==> src/include/slc_pkg.sv <==
// shared constants and state type of the switch link control registers
package slc_pkg;

  localparam int NLINK  = 8;
  localparam int GAP_W  = 11;
  localparam int ADR_W  = 10;

  // register word indices; byte address is four times the index
  localparam logic [7:0] IDX_RSV_A = 8'h10;
  localparam logic [7:0] IDX_RSV_B = 8'h11;
  localparam logic [7:0] IDX_DBG   = 8'h1F;
  localparam logic [7:0] IDX_LSTAT = 8'h20;
  localparam logic [7:0] IDX_PSTAT = 8'h40;
  localparam logic [7:0] IDX_LCFG  = 8'h80;
  localparam logic [7:0] IDX_FWD   = 8'hA0;

  // debug origin fields
  localparam int DBG_RSV_BIT = 4;
  localparam int DBG_SRC_LSB = 0;

  // status fields
  localparam int DIR_LSB = 8;
  localparam int NET_LSB = 4;

  // link setup fields
  localparam int EN_BIT    = 31;
  localparam int WIDE_BIT  = 30;
  localparam int LINK_GREETING_TOKEN_BIT = 24;
  localparam int RXRST_BIT = 23;
  localparam int SGAP_LSB  = 11;
  localparam int TGAP_LSB  = 0;

  // fixed forwarding fields
  localparam int FWD_EN_BIT   = 31;
  localparam int FWD_CORE_BIT = 8;
  localparam int FWD_CHAN_LSB = 0;

  typedef struct packed {
    logic                        ack;
    logic [31:0]                 rdata;
    logic [1:0]                  rsv_a;
    logic [1:0]                  rsv_b;
    logic                        dbg_rsv;
    logic [1:0]                  dbg_src;
    logic [NLINK-1:0][3:0]       dir;
    logic [NLINK-1:0][1:0]       net;
    logic [NLINK-1:0][1:0]       pnet;
    logic [NLINK-1:0]            en;
    logic [NLINK-1:0]            wide;
    logic [NLINK-1:0]            err;
    logic [NLINK-1:0]            issued;
    logic [NLINK-1:0]            held;
    logic [NLINK-1:0]            rx_rst;
    logic [NLINK-1:0]            link_greeting_token;
    logic [NLINK-1:0][GAP_W-1:0] sgap;
    logic [NLINK-1:0][GAP_W-1:0] tgap;
    logic [NLINK-1:0]            fen;
    logic [NLINK-1:0]            fcore;
    logic [NLINK-1:0][4:0]       fchan;
    logic [3:0]                  route_dir;
    logic                        route_local;
  } slc_state_t;

  // every field comes out of reset at zero
  localparam slc_state_t STATE_RST = '0;

endpackage

==> src/include/slc_tx_if.sv <==
// signals between the register block and one link transmit spacer
`timescale 1ns/1ps
interface slc_tx_if #(
  parameter int GAP_W = 11
);
  logic [GAP_W-1:0] sym_gap;
  logic [GAP_W-1:0] tok_gap;
  logic             allow;
  logic             valid;
  logic             last;
  logic             ready;

  modport spacer (
    input  sym_gap,
    input  tok_gap,
    input  allow,
    input  valid,
    input  last,
    output ready
  );

  modport ctrl (
    output sym_gap,
    output tok_gap,
    output allow,
    output valid,
    output last,
    input  ready
  );
endinterface

==> src/logic/slc_link_tx.sv <==
// transmit spacer: idle clocks between symbols and between tokens
`timescale 1ns/1ps
module slc_link_tx #(
  parameter int GAP_W = 11
) (
  input  wire logic clk_i,
  input  wire logic rst_i,
  slc_tx_if.spacer  port
);

  initial begin
    if (GAP_W < 1 || GAP_W > 16) begin
      $error("slc_link_tx: GAP_W out of range");
    end
  end

  typedef struct packed {
    logic [GAP_W:0] cnt;
  } slc_tx_state_t;

  slc_tx_state_t q;
  slc_tx_state_t d;

  assign port.ready = port.allow && (q.cnt == '0);

  // ----------------------------------------------------------------
  // gap counter
  // ----------------------------------------------------------------
  always_comb begin
    d = q;
    if (port.valid && port.ready) begin
      // token spacing
      if (port.last) begin
        d.cnt = {1'b0, port.tok_gap} + (GAP_W+1)'(1);
      // symbol spacing
      end else begin
        d.cnt = {1'b0, port.sym_gap} + (GAP_W+1)'(1);
      end
    end else if (q.cnt != '0) begin
      d.cnt = q.cnt - (GAP_W+1)'(1);
    end
  end

  always_ff @(posedge clk_i) begin
    if (rst_i) begin
      q <= '0;
    end else begin
      q <= d;
    end
  end
endmodule

==> src/logic/slc_regs.sv <==
// switch link control and status registers behind a classic wishbone slave
//
// How it works
// debug origin bit 1 marks second core, bit 0 first core, last event
// status bits 25:24 read link target type, read only
// status bits 23:16 read destination link while the link is in use
// external status bits 11:8 hold writable direction, reset zero
// bits 5:4 hold writable network number on both banks, reset zero
// status bit 2 reads one while current packet is junk
// status bit 1 reads one while destination side is busy
// status bit 0 reads one while source side is busy
// eight processor link status words, same fields, no direction
// setup bit 31 enables the link and steers shared pin muxing
// setup bit 30 picks two or five wires; both ends must match
// setup bit 27 flags receive overflow or illegal token, read only
// setup bit 26 shows credit issued to the remote end
// setup bit 25 shows credit held; transmit only while held
// command bit 24 drops held credit and sends a greeting token
// write-only bit 23 resets the receiver to token start
// at least field plus one idle clocks between symbols
// at least field plus one idle clocks between tokens
// forwarding bit 31 sends all traffic to a fixed endpoint
// forwarding bit 8 picks the destination processor
// forwarding bits 4:0 pick the destination channel endpoint
// forwarding words map in order to links C D A B G H E F
// route by most significant mismatching node identifier bit
// reserved and read-only bits ignore writes beyond storage
// error flag stays set until receiver reset or greeting
`timescale 1ns/1ps
module slc_regs #(
  parameter int GAP_W = slc_pkg::GAP_W
) (
  input  wire logic                                clk_i,
  input  wire logic                                rst_i,
  input  wire logic                                wb_cyc_i,
  input  wire logic                                wb_stb_i,
  input  wire logic                                wb_we_i,
  input  wire logic [slc_pkg::ADR_W-1:0]           wb_adr_i,
  input  wire logic [3:0]                          wb_sel_i,
  input  wire logic [31:0]                         wb_dat_i,
  output logic      [31:0]                         wb_dat_o,
  output logic                                     wb_ack_o,
  input  wire logic                                first_core_debug_i,
  input  wire logic                                second_core_debug_i,
  input  wire logic [slc_pkg::NLINK-1:0][1:0]      link_target_type_i,
  input  wire logic [slc_pkg::NLINK-1:0][7:0]      link_dest_i,
  input  wire logic [slc_pkg::NLINK-1:0]           link_junk_i,
  input  wire logic [slc_pkg::NLINK-1:0]           link_dst_busy_i,
  input  wire logic [slc_pkg::NLINK-1:0]           link_src_busy_i,
  input  wire logic [slc_pkg::NLINK-1:0][1:0]      processor_link_target_type_i,
  input  wire logic [slc_pkg::NLINK-1:0][7:0]      processor_link_dest_i,
  input  wire logic [slc_pkg::NLINK-1:0]           processor_link_junk_i,
  input  wire logic [slc_pkg::NLINK-1:0]           processor_link_dst_busy_i,
  input  wire logic [slc_pkg::NLINK-1:0]           processor_link_src_busy_i,
  input  wire logic [slc_pkg::NLINK-1:0]           rx_overflow_i,
  input  wire logic [slc_pkg::NLINK-1:0]           rx_bad_token_i,
  input  wire logic [slc_pkg::NLINK-1:0]           credit_issue_i,
  input  wire logic [slc_pkg::NLINK-1:0]           credit_grant_i,
  input  wire logic [slc_pkg::NLINK-1:0]           tx_valid_i,
  input  wire logic [slc_pkg::NLINK-1:0]           tx_last_i,
  output logic      [slc_pkg::NLINK-1:0]           tx_ready_o,
  output logic      [slc_pkg::NLINK-1:0]           link_enable_o,
  output logic      [slc_pkg::NLINK-1:0]           link_wide_o,
  output logic      [slc_pkg::NLINK-1:0]           rx_reset_o,
  output logic      [slc_pkg::NLINK-1:0]           greeting_o,
  output logic      [slc_pkg::NLINK-1:0]           fwd_enable_o,
  output logic      [slc_pkg::NLINK-1:0]           fwd_core_o,
  output logic      [slc_pkg::NLINK-1:0][4:0]      fwd_chan_o,
  input  wire logic [15:0]                         node_id_i,
  input  wire logic [15:0]                         route_node_i,
  input  wire logic [15:0][3:0]                    route_table_i,
  output logic      [3:0]                          route_dir_o,
  output logic                                     route_local_o
);

  localparam int N = slc_pkg::NLINK;

  initial begin
    if (GAP_W != slc_pkg::GAP_W) begin
      $error("slc_regs: GAP_W must match the setup field width");
    end
  end

  slc_pkg::slc_state_t q;
  slc_pkg::slc_state_t d;
  logic [7:0]          idx;
  logic [2:0]          k;
  logic [31:0]         rword;
  logic                wr;

  assign idx = wb_adr_i[slc_pkg::ADR_W-1:2];
  assign k   = idx[2:0];
  assign wr  = wb_cyc_i && wb_stb_i && wb_we_i && q.ack;

  // ----------------------------------------------------------------
  // decode helpers
  // ----------------------------------------------------------------
  function automatic logic in_bank(input logic [7:0] a, input logic [7:0] base);
    in_bank = (a >= base) && (a < base + 8'(N));
  endfunction

  function automatic logic [31:0] merge(input logic [31:0] old, input logic [31:0] dat,
                                        input logic [3:0] sel);
    logic [31:0] m;
    m = {{8{sel[3]}}, {8{sel[2]}}, {8{sel[1]}}, {8{sel[0]}}};
    merge = (old & ~m) | (dat & m);
  endfunction

  function automatic logic [31:0] stat_word(input logic [1:0] tt, input logic [7:0] dest,
                                            input logic [3:0] dir, input logic [1:0] net,
                                            input logic junk, input logic db, input logic sb);
    logic [7:0] shown;
    shown = (db || sb) ? dest : 8'h00;
    stat_word = {6'h00, tt, shown, 4'h0, dir, 2'h0, net, 1'b0, junk, db, sb};
  endfunction

  // highest mismatching bit wins
  function automatic logic [3:0] route_pick(input logic [15:0] own, input logic [15:0] dst,
                                            input logic [15:0][3:0] tbl);
    logic [15:0] diff;
    diff = own ^ dst;
    route_pick = 4'h0;
    for (int i = 0; i < 16; i++) begin
      if (diff[i]) begin
        route_pick = tbl[i];
      end
    end
  endfunction

  // link letter of a forwarding word
  function automatic logic [2:0] fwd_link(input logic [2:0] word);
    fwd_link = word ^ 3'h2;
  endfunction

  // ----------------------------------------------------------------
  // read mux
  // ----------------------------------------------------------------
  always_comb begin
    rword = 32'h0000_0000;
    if (idx == slc_pkg::IDX_RSV_A) begin
      rword = {30'h0, q.rsv_a};
    end else if (idx == slc_pkg::IDX_RSV_B) begin
      rword = {30'h0, q.rsv_b};
    end else if (idx == slc_pkg::IDX_DBG) begin
      // origin of last debug event
      rword = {27'h0, q.dbg_rsv, 2'h0, q.dbg_src};
    end else if (in_bank(idx, slc_pkg::IDX_LSTAT)) begin
      // live link state
      rword = stat_word(link_target_type_i[k], link_dest_i[k], q.dir[k], q.net[k],
                        link_junk_i[k], link_dst_busy_i[k], link_src_busy_i[k]);
    end else if (in_bank(idx, slc_pkg::IDX_PSTAT)) begin
      // processor bank, direction reads zero
      rword = stat_word(processor_link_target_type_i[k], processor_link_dest_i[k], 4'h0,
                        q.pnet[k], processor_link_junk_i[k], processor_link_dst_busy_i[k],
                        processor_link_src_busy_i[k]);
    end else if (in_bank(idx, slc_pkg::IDX_LCFG)) begin
      // flags; command bits read zero
      rword = {q.en[k], q.wide[k], 2'h0, q.err[k], q.issued[k], q.held[k], 3'h0,
               q.sgap[k], q.tgap[k]};
    end else if (in_bank(idx, slc_pkg::IDX_FWD)) begin
      rword = {q.fen[k], 22'h0, q.fcore[k], 3'h0, q.fchan[k]};
    end
  end

  // ----------------------------------------------------------------
  // next state
  // ----------------------------------------------------------------
  always_comb begin
    logic [31:0] w;
    w = merge(rword, wb_dat_i, wb_sel_i);
    d = q;
    d.ack    = wb_cyc_i && wb_stb_i && !q.ack;
    d.rx_rst = '0;
    d.link_greeting_token  = '0;
    if (d.ack) begin
      d.rdata = rword;
    end
    // writes land on the edge that sees ack high
    // only writable fields are stored
    if (wr) begin
      if (idx == slc_pkg::IDX_RSV_A) begin
        d.rsv_a = w[1:0];
      end else if (idx == slc_pkg::IDX_RSV_B) begin
        d.rsv_b = w[1:0];
      end else if (idx == slc_pkg::IDX_DBG) begin
        d.dbg_rsv = w[slc_pkg::DBG_RSV_BIT];
        d.dbg_src = w[slc_pkg::DBG_SRC_LSB +: 2];
      end else if (in_bank(idx, slc_pkg::IDX_LSTAT)) begin
        // direction and network
        d.dir[k] = w[slc_pkg::DIR_LSB +: 4];
        d.net[k] = w[slc_pkg::NET_LSB +: 2];
      end else if (in_bank(idx, slc_pkg::IDX_PSTAT)) begin
        // processor link network
        d.pnet[k] = w[slc_pkg::NET_LSB +: 2];
      end else if (in_bank(idx, slc_pkg::IDX_LCFG)) begin
        // enable and width
        d.en[k]   = w[slc_pkg::EN_BIT];
        d.wide[k] = w[slc_pkg::WIDE_BIT];
        d.sgap[k] = w[slc_pkg::SGAP_LSB +: GAP_W];
        d.tgap[k] = w[slc_pkg::TGAP_LSB +: GAP_W];
        // greeting drops held credit
        if (wb_sel_i[3] && wb_dat_i[slc_pkg::LINK_GREETING_TOKEN_BIT]) begin
          d.link_greeting_token[k]  = 1'b1;
          d.held[k]   = 1'b0;
          d.issued[k] = 1'b0;
          d.err[k]    = 1'b0;
        end
        // receiver reset pulse
        if (wb_sel_i[2] && wb_dat_i[slc_pkg::RXRST_BIT]) begin
          d.rx_rst[k] = 1'b1;
          d.err[k]    = 1'b0;
        end
      end else if (in_bank(idx, slc_pkg::IDX_FWD)) begin
        // fixed forwarding
        d.fen[k]   = w[slc_pkg::FWD_EN_BIT];
        d.fcore[k] = w[slc_pkg::FWD_CORE_BIT];
        d.fchan[k] = w[slc_pkg::FWD_CHAN_LSB +: 5];
      end
    end
    // hardware events win over clears
    for (int i = 0; i < N; i++) begin
      // sticky error
      if (rx_overflow_i[i] || rx_bad_token_i[i]) begin
        d.err[i] = 1'b1;
      end
      // credit issued
      if (credit_issue_i[i]) begin
        d.issued[i] = 1'b1;
      end
      // credit received
      if (credit_grant_i[i]) begin
        d.held[i] = 1'b1;
      end
    end
    // last event source
    if (first_core_debug_i || second_core_debug_i) begin
      d.dbg_src = {second_core_debug_i, first_core_debug_i};
    end
    // routing decision
    d.route_dir   = route_pick(node_id_i, route_node_i, route_table_i);
    d.route_local = (node_id_i == route_node_i);
  end

  always_ff @(posedge clk_i) begin
    if (rst_i) begin
      q <= slc_pkg::STATE_RST;
    end else begin
      q <= d;
    end
  end

  // ----------------------------------------------------------------
  // outputs
  // ----------------------------------------------------------------
  assign wb_ack_o      = q.ack;
  assign wb_dat_o      = q.rdata;
  assign link_enable_o = q.en;
  assign link_wide_o   = q.wide;
  assign rx_reset_o    = q.rx_rst;
  assign greeting_o    = q.link_greeting_token;
  assign route_dir_o   = q.route_dir;
  assign route_local_o = q.route_local;

  // word order C D A B G H E F
  always_comb begin
    fwd_enable_o = '0;
    fwd_core_o   = '0;
    fwd_chan_o   = '0;
    for (int i = 0; i < N; i++) begin
      fwd_enable_o[fwd_link(3'(i))] = q.fen[i];
      fwd_core_o[fwd_link(3'(i))]   = q.fcore[i];
      fwd_chan_o[fwd_link(3'(i))]   = q.fchan[i];
    end
  end

  // ----------------------------------------------------------------
  // transmit spacers
  // ----------------------------------------------------------------
  for (genvar g = 0; g < N; g++) begin : g_tx
    slc_tx_if #(.GAP_W(GAP_W)) tx ();
    assign tx.sym_gap = q.sgap[g];
    assign tx.tok_gap = q.tgap[g];
    // send only with credit
    assign tx.allow   = q.en[g] && q.held[g];
    assign tx.valid   = tx_valid_i[g];
    assign tx.last    = tx_last_i[g];
    assign tx_ready_o[g] = tx.ready;
    slc_link_tx #(.GAP_W(GAP_W)) u_tx (
      .clk_i (clk_i),
      .rst_i (rst_i),
      .port  (tx)
    );
  end
endmodule

==> config.mk <==
export PLATFORM = sky130hd
export DESIGN_NAME = slc_regs
export DESIGN_NICKNAME = d
export VERILOG_FILES = /design/src/include/slc_pkg.sv /design/src/include/slc_tx_if.sv /design/src/logic/slc_link_tx.sv /design/src/logic/slc_regs.sv
export SDC_FILE = /design/constraint.sdc
export NUM_CORES = 1
export LEC_CHECK = 0
export BUFFER_PORTS_ARGS = -buffer_cell sky130_fd_sc_hd__buf_4
export CAP_MARGIN = 20
export CELL_PAD_IN_SITES_DETAIL_PLACEMENT = 2
export CELL_PAD_IN_SITES_GLOBAL_PLACEMENT = 2
export CORE_ASPECT_RATIO = 1.1
export CORE_MARGIN = 2
export CORE_UTILIZATION = 31
export CTS_BUF_LIST = sky130_fd_sc_hd__clkbuf_4
export CTS_CLUSTER_SIZE = 12
export DETAILED_ROUTE_END_ITERATION = 6
export GPL_TIMING_DRIVEN = 0
export PLACE_DENSITY = 0.85
export SETUP_SLACK_MARGIN = 0.2
export SLEW_MARGIN = 20
export SYNTH_ARGS = -nofsm -noshare
export SYNTH_HDL_FRONTEND = slang
export SYNTH_SLANG_ARGS = --single-unit
==> constraint.sdc <==
create_clock -name clk_i -period 3.26 [get_ports clk_i]
set_input_delay 0.815 -clock clk_i [delete_from_list [all_inputs] [get_ports clk_i]]
set_output_delay 0.815 -clock clk_i [all_outputs]
set_load 0.01 [all_outputs]
## Word level (Yosys, flattened, before mapping)

Index checks and enable logic that the tools add are counted.

| storage, ports and cells | value |
|---|---|
| output and inout port bits | 134 |
| bits in registers | 493 |

| cells by class | value |
|---|---|
| mux-type cells | 163 |
| reductions and logical operators | 171 |
| equality and inequality tests | 126 |
| add/sub/neg operators | 24 |
| bitwise gates (word level) | 19 |
| $lt $le $gt $ge | 10 |

Operators by type and width:

| cell | count |
|---|---|
| 2-to-1 mux 354 bit | 3 |
| 2-to-1 mux 352 bit | 1 |
| 2-to-1 mux 304 bit | 1 |
| 2-to-1 mux 12 bit | 24 |
| 2-to-1 mux 288 bit | 1 |
| 2-to-1 mux 232 bit | 1 |
| 2-to-1 mux 32 bit | 7 |
| adder 11 x 1 -> 12 bit (second input constant) | 16 |
| 2-to-1 mux 24 bit | 8 |
| bitwise mux 88 bit | 2 |
| inequality test 2 bit (second input constant) | 80 |
| nonzero test 2 bit | 74 |
| AND reduction 8 bit | 17 |
| 2-to-1 mux 56 bit | 2 |
| logical NOT 12 bit | 8 |
| nonzero test 12 bit | 8 |
| subtractor 12 x 1 -> 12 bit (second input constant) | 8 |
| inequality test 2 x 1 -> 1 bit (second input constant) | 42 |
| 2-to-1 mux 4 bit | 18 |
| binary-select mux 11 bit (select 3 bit) | 2 |
| bitwise AND 32 bit | 2 |
| AND reduction 7 bit | 9 |
| 2-to-1 mux 8 bit | 7 |
| binary-select mux 8 bit (select 3 bit) | 2 |
| 44 further kinds | 170 |

## Logic depth before layout (Yosys ltp)

Gate-level depths: netlist (run 1).

| depth | value |
|---|---|
| depth after elaboration | 24 |
| depth in mapped cells | 13 |

## Cells and area by module

Synthesis (run 1) repeated with hierarchy kept, for this count alone.

| unflattened totals | value |
|---|---|
| cells, all modules | 3,655 |
| area, all modules | 29,879.9 um^2 |

Modules (own cells, without submodules):

| module | seq. area each (um^2) | times used | area an instance (um^2) | cells an instance |
|---|---|---|---|---|
| slc_regs | 7,907.6 | 1 | 20,821.2 | 2,487 |
| slc_link_tx | 240.2 | 8 | 1,132.3 | 146 |

## Worst setup path after synthesis (run 1)

OpenSTA, ideal clock, no wires.

| timing path | value |
|---|---|
| kind | input port to flip-flop |
| start | input port tx_last_i[2] (netlist bit) |
| end | register g_tx[2].u_tx.q[10] (netlist bit) |
| cell stages on the path | 10 |
| arrival | 3.035 ns |
| data required time | 3.128 ns |
| path slack | 0.094 ns |
| path buffers | 2 |
| cell sequence | clkbuf_1 > clkbuf_1 > mux2_2 > ha_1 > o21ai_0 > a21oi_1 > nand2_1 > or4_1 > a31oi_1 > nor3_1 |

| between the ends | value |
|---|---|
| cells in the longest elaborated chain, start to end | 2 |

Ends and longest elaborated chain:

| item | RTL line | RTL |
|---|---|---|
| start: declaration | slc_regs.sv:60 | `input wire logic [slc_pkg::NLINK-1:0] tx_last_i,` |
| 2-to-1 mux 12 bit | slc_link_tx.sv:33 | `if (port.last) begin` |
| 2-to-1 mux 12 bit | slc_link_tx.sv:31 | `if (port.valid && port.ready) begin` |
| end signal: assignment | slc_link_tx.sv:46 | `q <= '0;` |
| end signal: assignment | slc_link_tx.sv:48 | `q <= d;` |
| end: declaration | slc_link_tx.sv:21 | `slc_tx_state_t q;` |

Every way passes these cells.
A chain may end at the register's enable or synchronous reset.

## Final worst setup path (run 1)

| timing path | value |
|---|---|
| start | register g_tx[5].u_tx.q[4] (netlist bit) |
| end | output port tx_ready_o[5] (netlist bit) |

| between the ends | value |
|---|---|
| cells in the longest elaborated chain, start to end | 2 |

Ends and longest elaborated chain:

| item | RTL line | RTL |
|---|---|---|
| start: declaration | slc_link_tx.sv:21 |  |
| start signal: assignment | slc_link_tx.sv:46 |  |
| start signal: assignment | slc_link_tx.sv:48 |  |
| logical NOT 12 bit | slc_link_tx.sv:24 | `assign port.ready = port.allow && (q.cnt == '0);` |
| logical AND 1 bit | slc_link_tx.sv:24 |  |
| end: declaration | slc_regs.sv:61 | `output logic [slc_pkg::NLINK-1:0] tx_ready_o,` |

Every way passes these cells.

==> results.sh, run 1 <==
export IMPL_cts_htree_levels=4
export IMPL_cts_buffers_inserted=147
export IMPL_synth_edf_count=0
export IMPL_synthTopCellsByCount="dfxtp_1, nand2_1, nor2_1"
export IMPL_grt_pass1_wl_microns=278000
export IMPL_layout_drive_gt1_share=0.316
export IMPL_fin_hold_ws_ns=-0.0145
export IMPL_violations="design-rule violations, negative hold slack, negative setup slack"
export IMPL_clockRootBuffer="clkbuf_4"
export IMPL_coreArea_sq_um=90700
export IMPL_syn_area_sq_um=28300
export IMPL_drt_iter0_drc=4035
export IMPL_setup_tns_ns=-2.71
export IMPL_crit_path_start="g_tx[5].u_tx.q[4]"
export IMPL_ant_nets=0
export IMPL_yosys_area_top_type_share=0.348
export IMPL_yosys_area_top_type="dfxtp_1"
export IMPL_yosysMostFrequentCell="dfxtp_1"
export IMPL_antenna_found_initial=22
export IMPL_syn2layout_area_growth_pct=33.1
export IMPL_pin_count=539
export IMPL_grt_pass1_vias=37400
export IMPL_cp_required_ns=2.44
export IMPL_grt_max_degree=17
export IMPL_power_total_mw=19.9
export IMPL_cts_tree="done"
export IMPL_finish_instance_area_sq_um=37600
export IMPL_syn_inst=3451
export IMPL_hold_violations=1
export IMPL_n_fill_cell=10200
export IMPL_ys_seq_area_frac=0.348
export IMPL_clk_latency_ns=1.17
export IMPL_hp_start="rx_bad_token_i[2]"
export IMPL_rsz0062_at_grt="true"
export IMPL_grt_overflow_total=0
export IMPL_final_util=0.415
export IMPL_start_util=0.312
export IMPL_finalWorstSetupSlack_ns=-0.666
export IMPL_slew_headroom=0.123
export IMPL_fin_crit_sh=1.20
export IMPL_worstPathMaxFanout=3
export IMPL_tightest_slew_ns=1.32
export IMPL_vias=35300
export IMPL_dieHeight_microns=321
export IMPL_avgSynthCellArea_sq_um=8.19
export IMPL_cp_end_kind="output pin"
export IMPL_row_count=116
export IMPL_run_status="finished with violations"
export IMPL_place_hpwl_microns=148000
export IMPL_gp_congestion=1.04
export IMPL_p_per_area_nw_per_um2=530
export IMPL_yosys_cell_types_count=99
export IMPL_yosysWarnings=0
export IMPL_io_buffers=522
export IMPL_die_w_microns=292
export IMPL_cp_arrival_ns=3.11
export IMPL_die_area_sq_um=93700
export IMPL_min_path_type="primary input to flip-flop"
export IMPL_synthFlopType="dfxtp_1"
export IMPL_clk_pin_slew_worst_paths_ns=0.09
export IMPL_fin_skew_ns=0.0965
export IMPL_first_pass_iters=7
export IMPL_ir_drop_uv=336
export IMPL_setup_violations_final=9
export IMPL_cts_buffer_depth=3
export IMPL_min_period_ns=3.93
export IMPL_drv_cap=0
export IMPL_vias_per_cell=6.38
export IMPL_slew_violations=0
export IMPL_placed_area_sq_um=33800
export IMPL_drc=31
export IMPL_wire_per_inst_microns=37.1
export IMPL_r2r_start="wb_ack_o"
export IMPL_critical_path_class="flip-flop to output pin"
export IMPL_leakage_nw=14.5
export IMPL_gr_usage_all_layers=0.420
export IMPL_ys_ff_latch=491
export IMPL_clock_fmax_mhz=255
export IMPL_async_flop_share=0
export IMPL_synth_top_cells_by_area="dfxtp_1, nand2_1, a211oi_1"
export IMPL_fin_nets=4651
export IMPL_drt_total_wl_microns=205000
export IMPL_cp_start_kind="flip-flop"
export IMPL_cts_sinks=491
-- layout by cell type (no fill, tap or decap), types with 14 or more instances in the layout --
cell type	netlist	layout
buf_4	151	739
dfxtp_1	491	471
nand2_1	417	408
nor2_1	379	365
a21oi_1	269	259
clkbuf_4	0	215
a211oi_1	190	186
o21ai_0	126	118
mux2i_1	115	107
xnor2_1	90	90
o22ai_1	93	90
nand3b_1	87	87
clkbuf_1	128	84
xor2_1	79	79
mux2_2	76	76
nand3_1	75	72
nor3_1	67	61
o221ai_1	43	39
clkbuf_2	1	38
buf_6	17	35
o21ai_1	31	34
inv_1	37	30
clkinv_1	2	29
dlygate4sd3_1	0	29
buf_2	46	27
a22oi_1	25	25
mux4_2	25	25
nor2b_1	26	23
or3_1	25	20
nor3b_1	21	20
dfxtp_2	0	18
diode_2	0	17
nor2_2	4	14
o31ai_1	16	14
-- where the power goes --
group          internal, mW  switching [mW]  leakage [nW]
logic                  2.86            3.60          9.44
clock network          3.17            3.30          1.08
registers              6.46           0.545          3.99
-- area by class of cell --
class | instances | area, sq um | share of cell area
clock inverter | 43 | 267 | 0.00708
inverter | 39 | 154 | 0.00409
antenna | 17 | 42.5 | 0.00113
multi-input combinational | 2562 | 17000 | 0.451
buffer | 361 | 2420 | 0.0643
tap | 1180 | 1480 | 0.0392
sequential | 491 | 9860 | 0.262
clock buffer | 208 | 1560 | 0.0415
timing repair buffer | 628 | 4880 | 0.130
-- kinds of logic after synthesis --
family	count (synthesis)	synth area share
and+or+nand+nor	1230	0.205
other	1	0.000133
DFF	491	0.348
adders and majority gates	16	0.00708
muxes	218	0.0923
xor gates and xnor gates	169	0.0523
AOI/OAI and AO/OA	926	0.214
buffers and inverters	400	0.0821
-- per-stage QoR --
stage,cells,setup WS (ns)
4_1_cts,5497,-0.684
3_5_place_dp,5158,-1.95
6_report,5529,-0.666
3_3_place_gp,5154,-2.21
5_1_grt,5522,-0.800
2_1_floorplan,3452,0.235
-- worst paths after layout --
| check | endpoint | depth (start not counted) | slack (ns) |
|---|---|---|---|
| min reg2reg | flip-flop | 2 | 0.46 |
| min | q[271] | 3 | -0.01 |
| max | tx_ready_o[5] | 8 | -0.67 |
| max reg2reg | flip-flop | 8 | 0.20 |
-- critical path, stage by stage, from the launching register on --
cell and delay, ns:
dfxtp_1 0.34, or4_4 0.51, nor3_4 0.15, nand2_2 0.09
or3_4 0.36, nor3_4 0.18, and3_1 0.17, buf_4 0.11
buf_6 0.09
-- timing repair --
action	4_1_cts	5_1_grt
hold buffers	29	0
endpoints found under the setup margin	312	232
gates resized for setup	193	102
pin swaps	32	14
setup buffers	59	14
hold endpoints to repair	24	0
gates cloned	0	1
-- routing by layer --
metal	track usage	up-vias	wire length, microns
met5	0	-	50
met4	0.364	6	20500
met3	0.162	1100	24400
met2	0.658	2799	90100
met1	0.442	17400	69900
li1	-	14000	-
Power figures use the tool's default switching activity.
==> inputs of run 2 (changes only) <==
BUFFER_PORTS_ARGS = unset   (was -buffer_cell sky130_fd_sc_hd__buf_4)
CORE_UTILIZATION = 35   (was 31)
DONT_BUFFER_PORTS = 1   (was unset)
PLACE_DENSITY = 0.83   (was 0.85)
==> results.sh, run 2 (synthesis gave the netlist of run 1 again) <==
export IMPL_run_status="finished with violations"
export IMPL_violations="negative setup slack"
export IMPL_final_cell_mix="dfxtp_1, nand2_1, nor2_1"
export IMPL_gr_usage_all_layers=0.449
export IMPL_gp_congestion=1.04
export IMPL_n_fill_cell=9014
export IMPL_clk_pin_slew_worst_paths_ns=0.08
export IMPL_cpLargestDelayFamily="simple AND/OR/NAND/NOR gates"
export IMPL_drt_iter0_drc=4143
export IMPL_cts_sinks=491
export IMPL_drv_cap=0
export IMPL_cts_buffers_inserted=145
export IMPL_cp_arrival_ns=3.00
export IMPL_vias_per_cell=6.81
export IMPL_finish_instance_area_sq_um=33400
export IMPL_fin_nets=4138
export IMPL_grt_max_degree=17
export IMPL_place_hpwl_microns=137000
export IMPL_coreArea_sq_um=80200
export IMPL_clockRootBuffer="clkbuf_4"
export IMPL_die_w_microns=275
export IMPL_cp_start_kind="flip-flop"
export IMPL_antenna_found_initial=39
export IMPL_slowest_stage="or4_4"
export IMPL_path_common_cell="nor3_4"
export IMPL_p_per_area_nw_per_um2=582
export IMPL_start_util=0.353
export IMPL_drc=0
export IMPL_cts_buffer_depth=3
export IMPL_tightest_slew_ns=1.45
export IMPL_critical_path_class="flip-flop to output pin"
export IMPL_power_total_mw=19.5
export IMPL_worstPathCellList="or4_4 -> nor3_4 -> nand2_2 -> or3_4 -> nor3_4 -> and3_1 -> buf_6"
export IMPL_pin_count=539
export IMPL_drt_total_wl_microns=193000
export IMPL_clk_latency_ns=1.14
export IMPL_ant_nets=0
export IMPL_slew_headroom=0.0345
export IMPL_fin_skew_ns=0.0925
export IMPL_final_cells=4901
export IMPL_grt_pass1_vias=34600
export IMPL_layout_drive_gt1_share=0.211
export IMPL_cp_end_kind="output pin"
export IMPL_clock_fmax_mhz=262
export IMPL_cp_required_ns=2.44
export IMPL_setup_violations_final=12
export IMPL_post_place_cells=4509
export IMPL_fin_crit_sh=1.17
export IMPL_min_path_type="primary input to flip-flop"
export IMPL_grt_overflow_total=0
export IMPL_row_count=109
export IMPL_dieHeight_microns=302
export IMPL_wire_per_inst_microns=39.4
export IMPL_rsz0062_at_grt="true"
export IMPL_cp_slowest_stage_delay_ns=0.56
export IMPL_syn2layout_area_growth_pct=18.2
export IMPL_worstPathMaxFanout=2
export IMPL_fin_hold_ws_ns=0.00514
export IMPL_ir_drop_uv=258
export IMPL_vias=33400
export IMPL_io_buffers=0
export IMPL_grt_pass1_wl_microns=261000
export IMPL_die_area_sq_um=83100
export IMPL_leakage_nw=11.9
export IMPL_pre_cts_slack_ns=-1.73
export IMPL_slew_violations=0
export IMPL_cts_htree_levels=4
export IMPL_finalWorstSetupSlack_ns=-0.556
export IMPL_layout_commonest_cell="dfxtp_1"
export IMPL_placed_area_sq_um=29700
export IMPL_cts_tree="done"
export IMPL_min_period_ns=3.82
export IMPL_path_buf_inv=1
export IMPL_hold_violations=0
export IMPL_first_pass_iters=7
==> run 2: repair_timing <==
action / in CTS / in global routing
endpoints found under the setup margin: 251 / 184
buffers inserted: 56 / 12
resized for setup: 127 / 101
pin swaps: 25 / 14
hold buffers: 46 / 0
endpoints found under the hold margin: 32 / 0
==> run 2: worst paths after layout <==
| check | startpoint | to | slack (ns) | depth (start not counted) |
|---|---|---|---|---|
| min | wb_sel_i[3] | flip-flop | 0.005 | 2 |
| max | g_tx[5].u_tx.q[5] | tx_ready_o[5] | -0.56 | 7 |
| min reg2reg | flip-flop | flip-flop | 0.47 | 2 |
| max reg2reg | flip-flop | flip-flop | 0.08 | 7 |
==> run 2: metrics by stage <==
stage,util,TNS [ns]
after floorplan,-,0
after global placement,0.369,-410.36
after detailed placement,0.370,-364.98
after CTS,0.410,-2.19
after global routing,0.416,-3.46
final,0.417,-2.02
==> run 2: where the power goes <==
| part | switching [mW] | total [mW] | internal [mW] |
|---|---|---|---|
| Clock | 3.34 | 6.41 | 3.07 |
| Sequential | 0.542 | 7.00 | 6.45 |
| Combinational | 3.43 | 6.06 | 2.63 |
| Total | 7.31 | 19.5 | 12.2 |
==> run 2: layer usage <==
| layer | wire length [microns] | track usage |
|---|---|---|
| met1 | 66000 | 0.487 |
| met2 | 81900 | 0.676 |
| met3 | 24000 | 0.172 |
| met4 | 21000 | 0.405 |
| met5 | 124 | 0.0269 |
==> run 2: layout make-up <==
| type | instances | area (sq um) | share of cell area |
|---|---|---|---|
| multi-input cells | 2561 | 16800 | 0.503 |
| flip-flops and latches | 491 | 9850 | 0.295 |
| plain buffers | 361 | 2350 | 0.0703 |
| clock buffers | 202 | 1520 | 0.0454 |
| well taps | 1054 | 1320 | 0.0395 |
| repair buffers | 118 | 1090 | 0.0326 |
| clock inverters | 35 | 228 | 0.00681 |
| inverters | 39 | 146 | 0.00438 |
| diodes | 40 | 100 | 0.00299 |
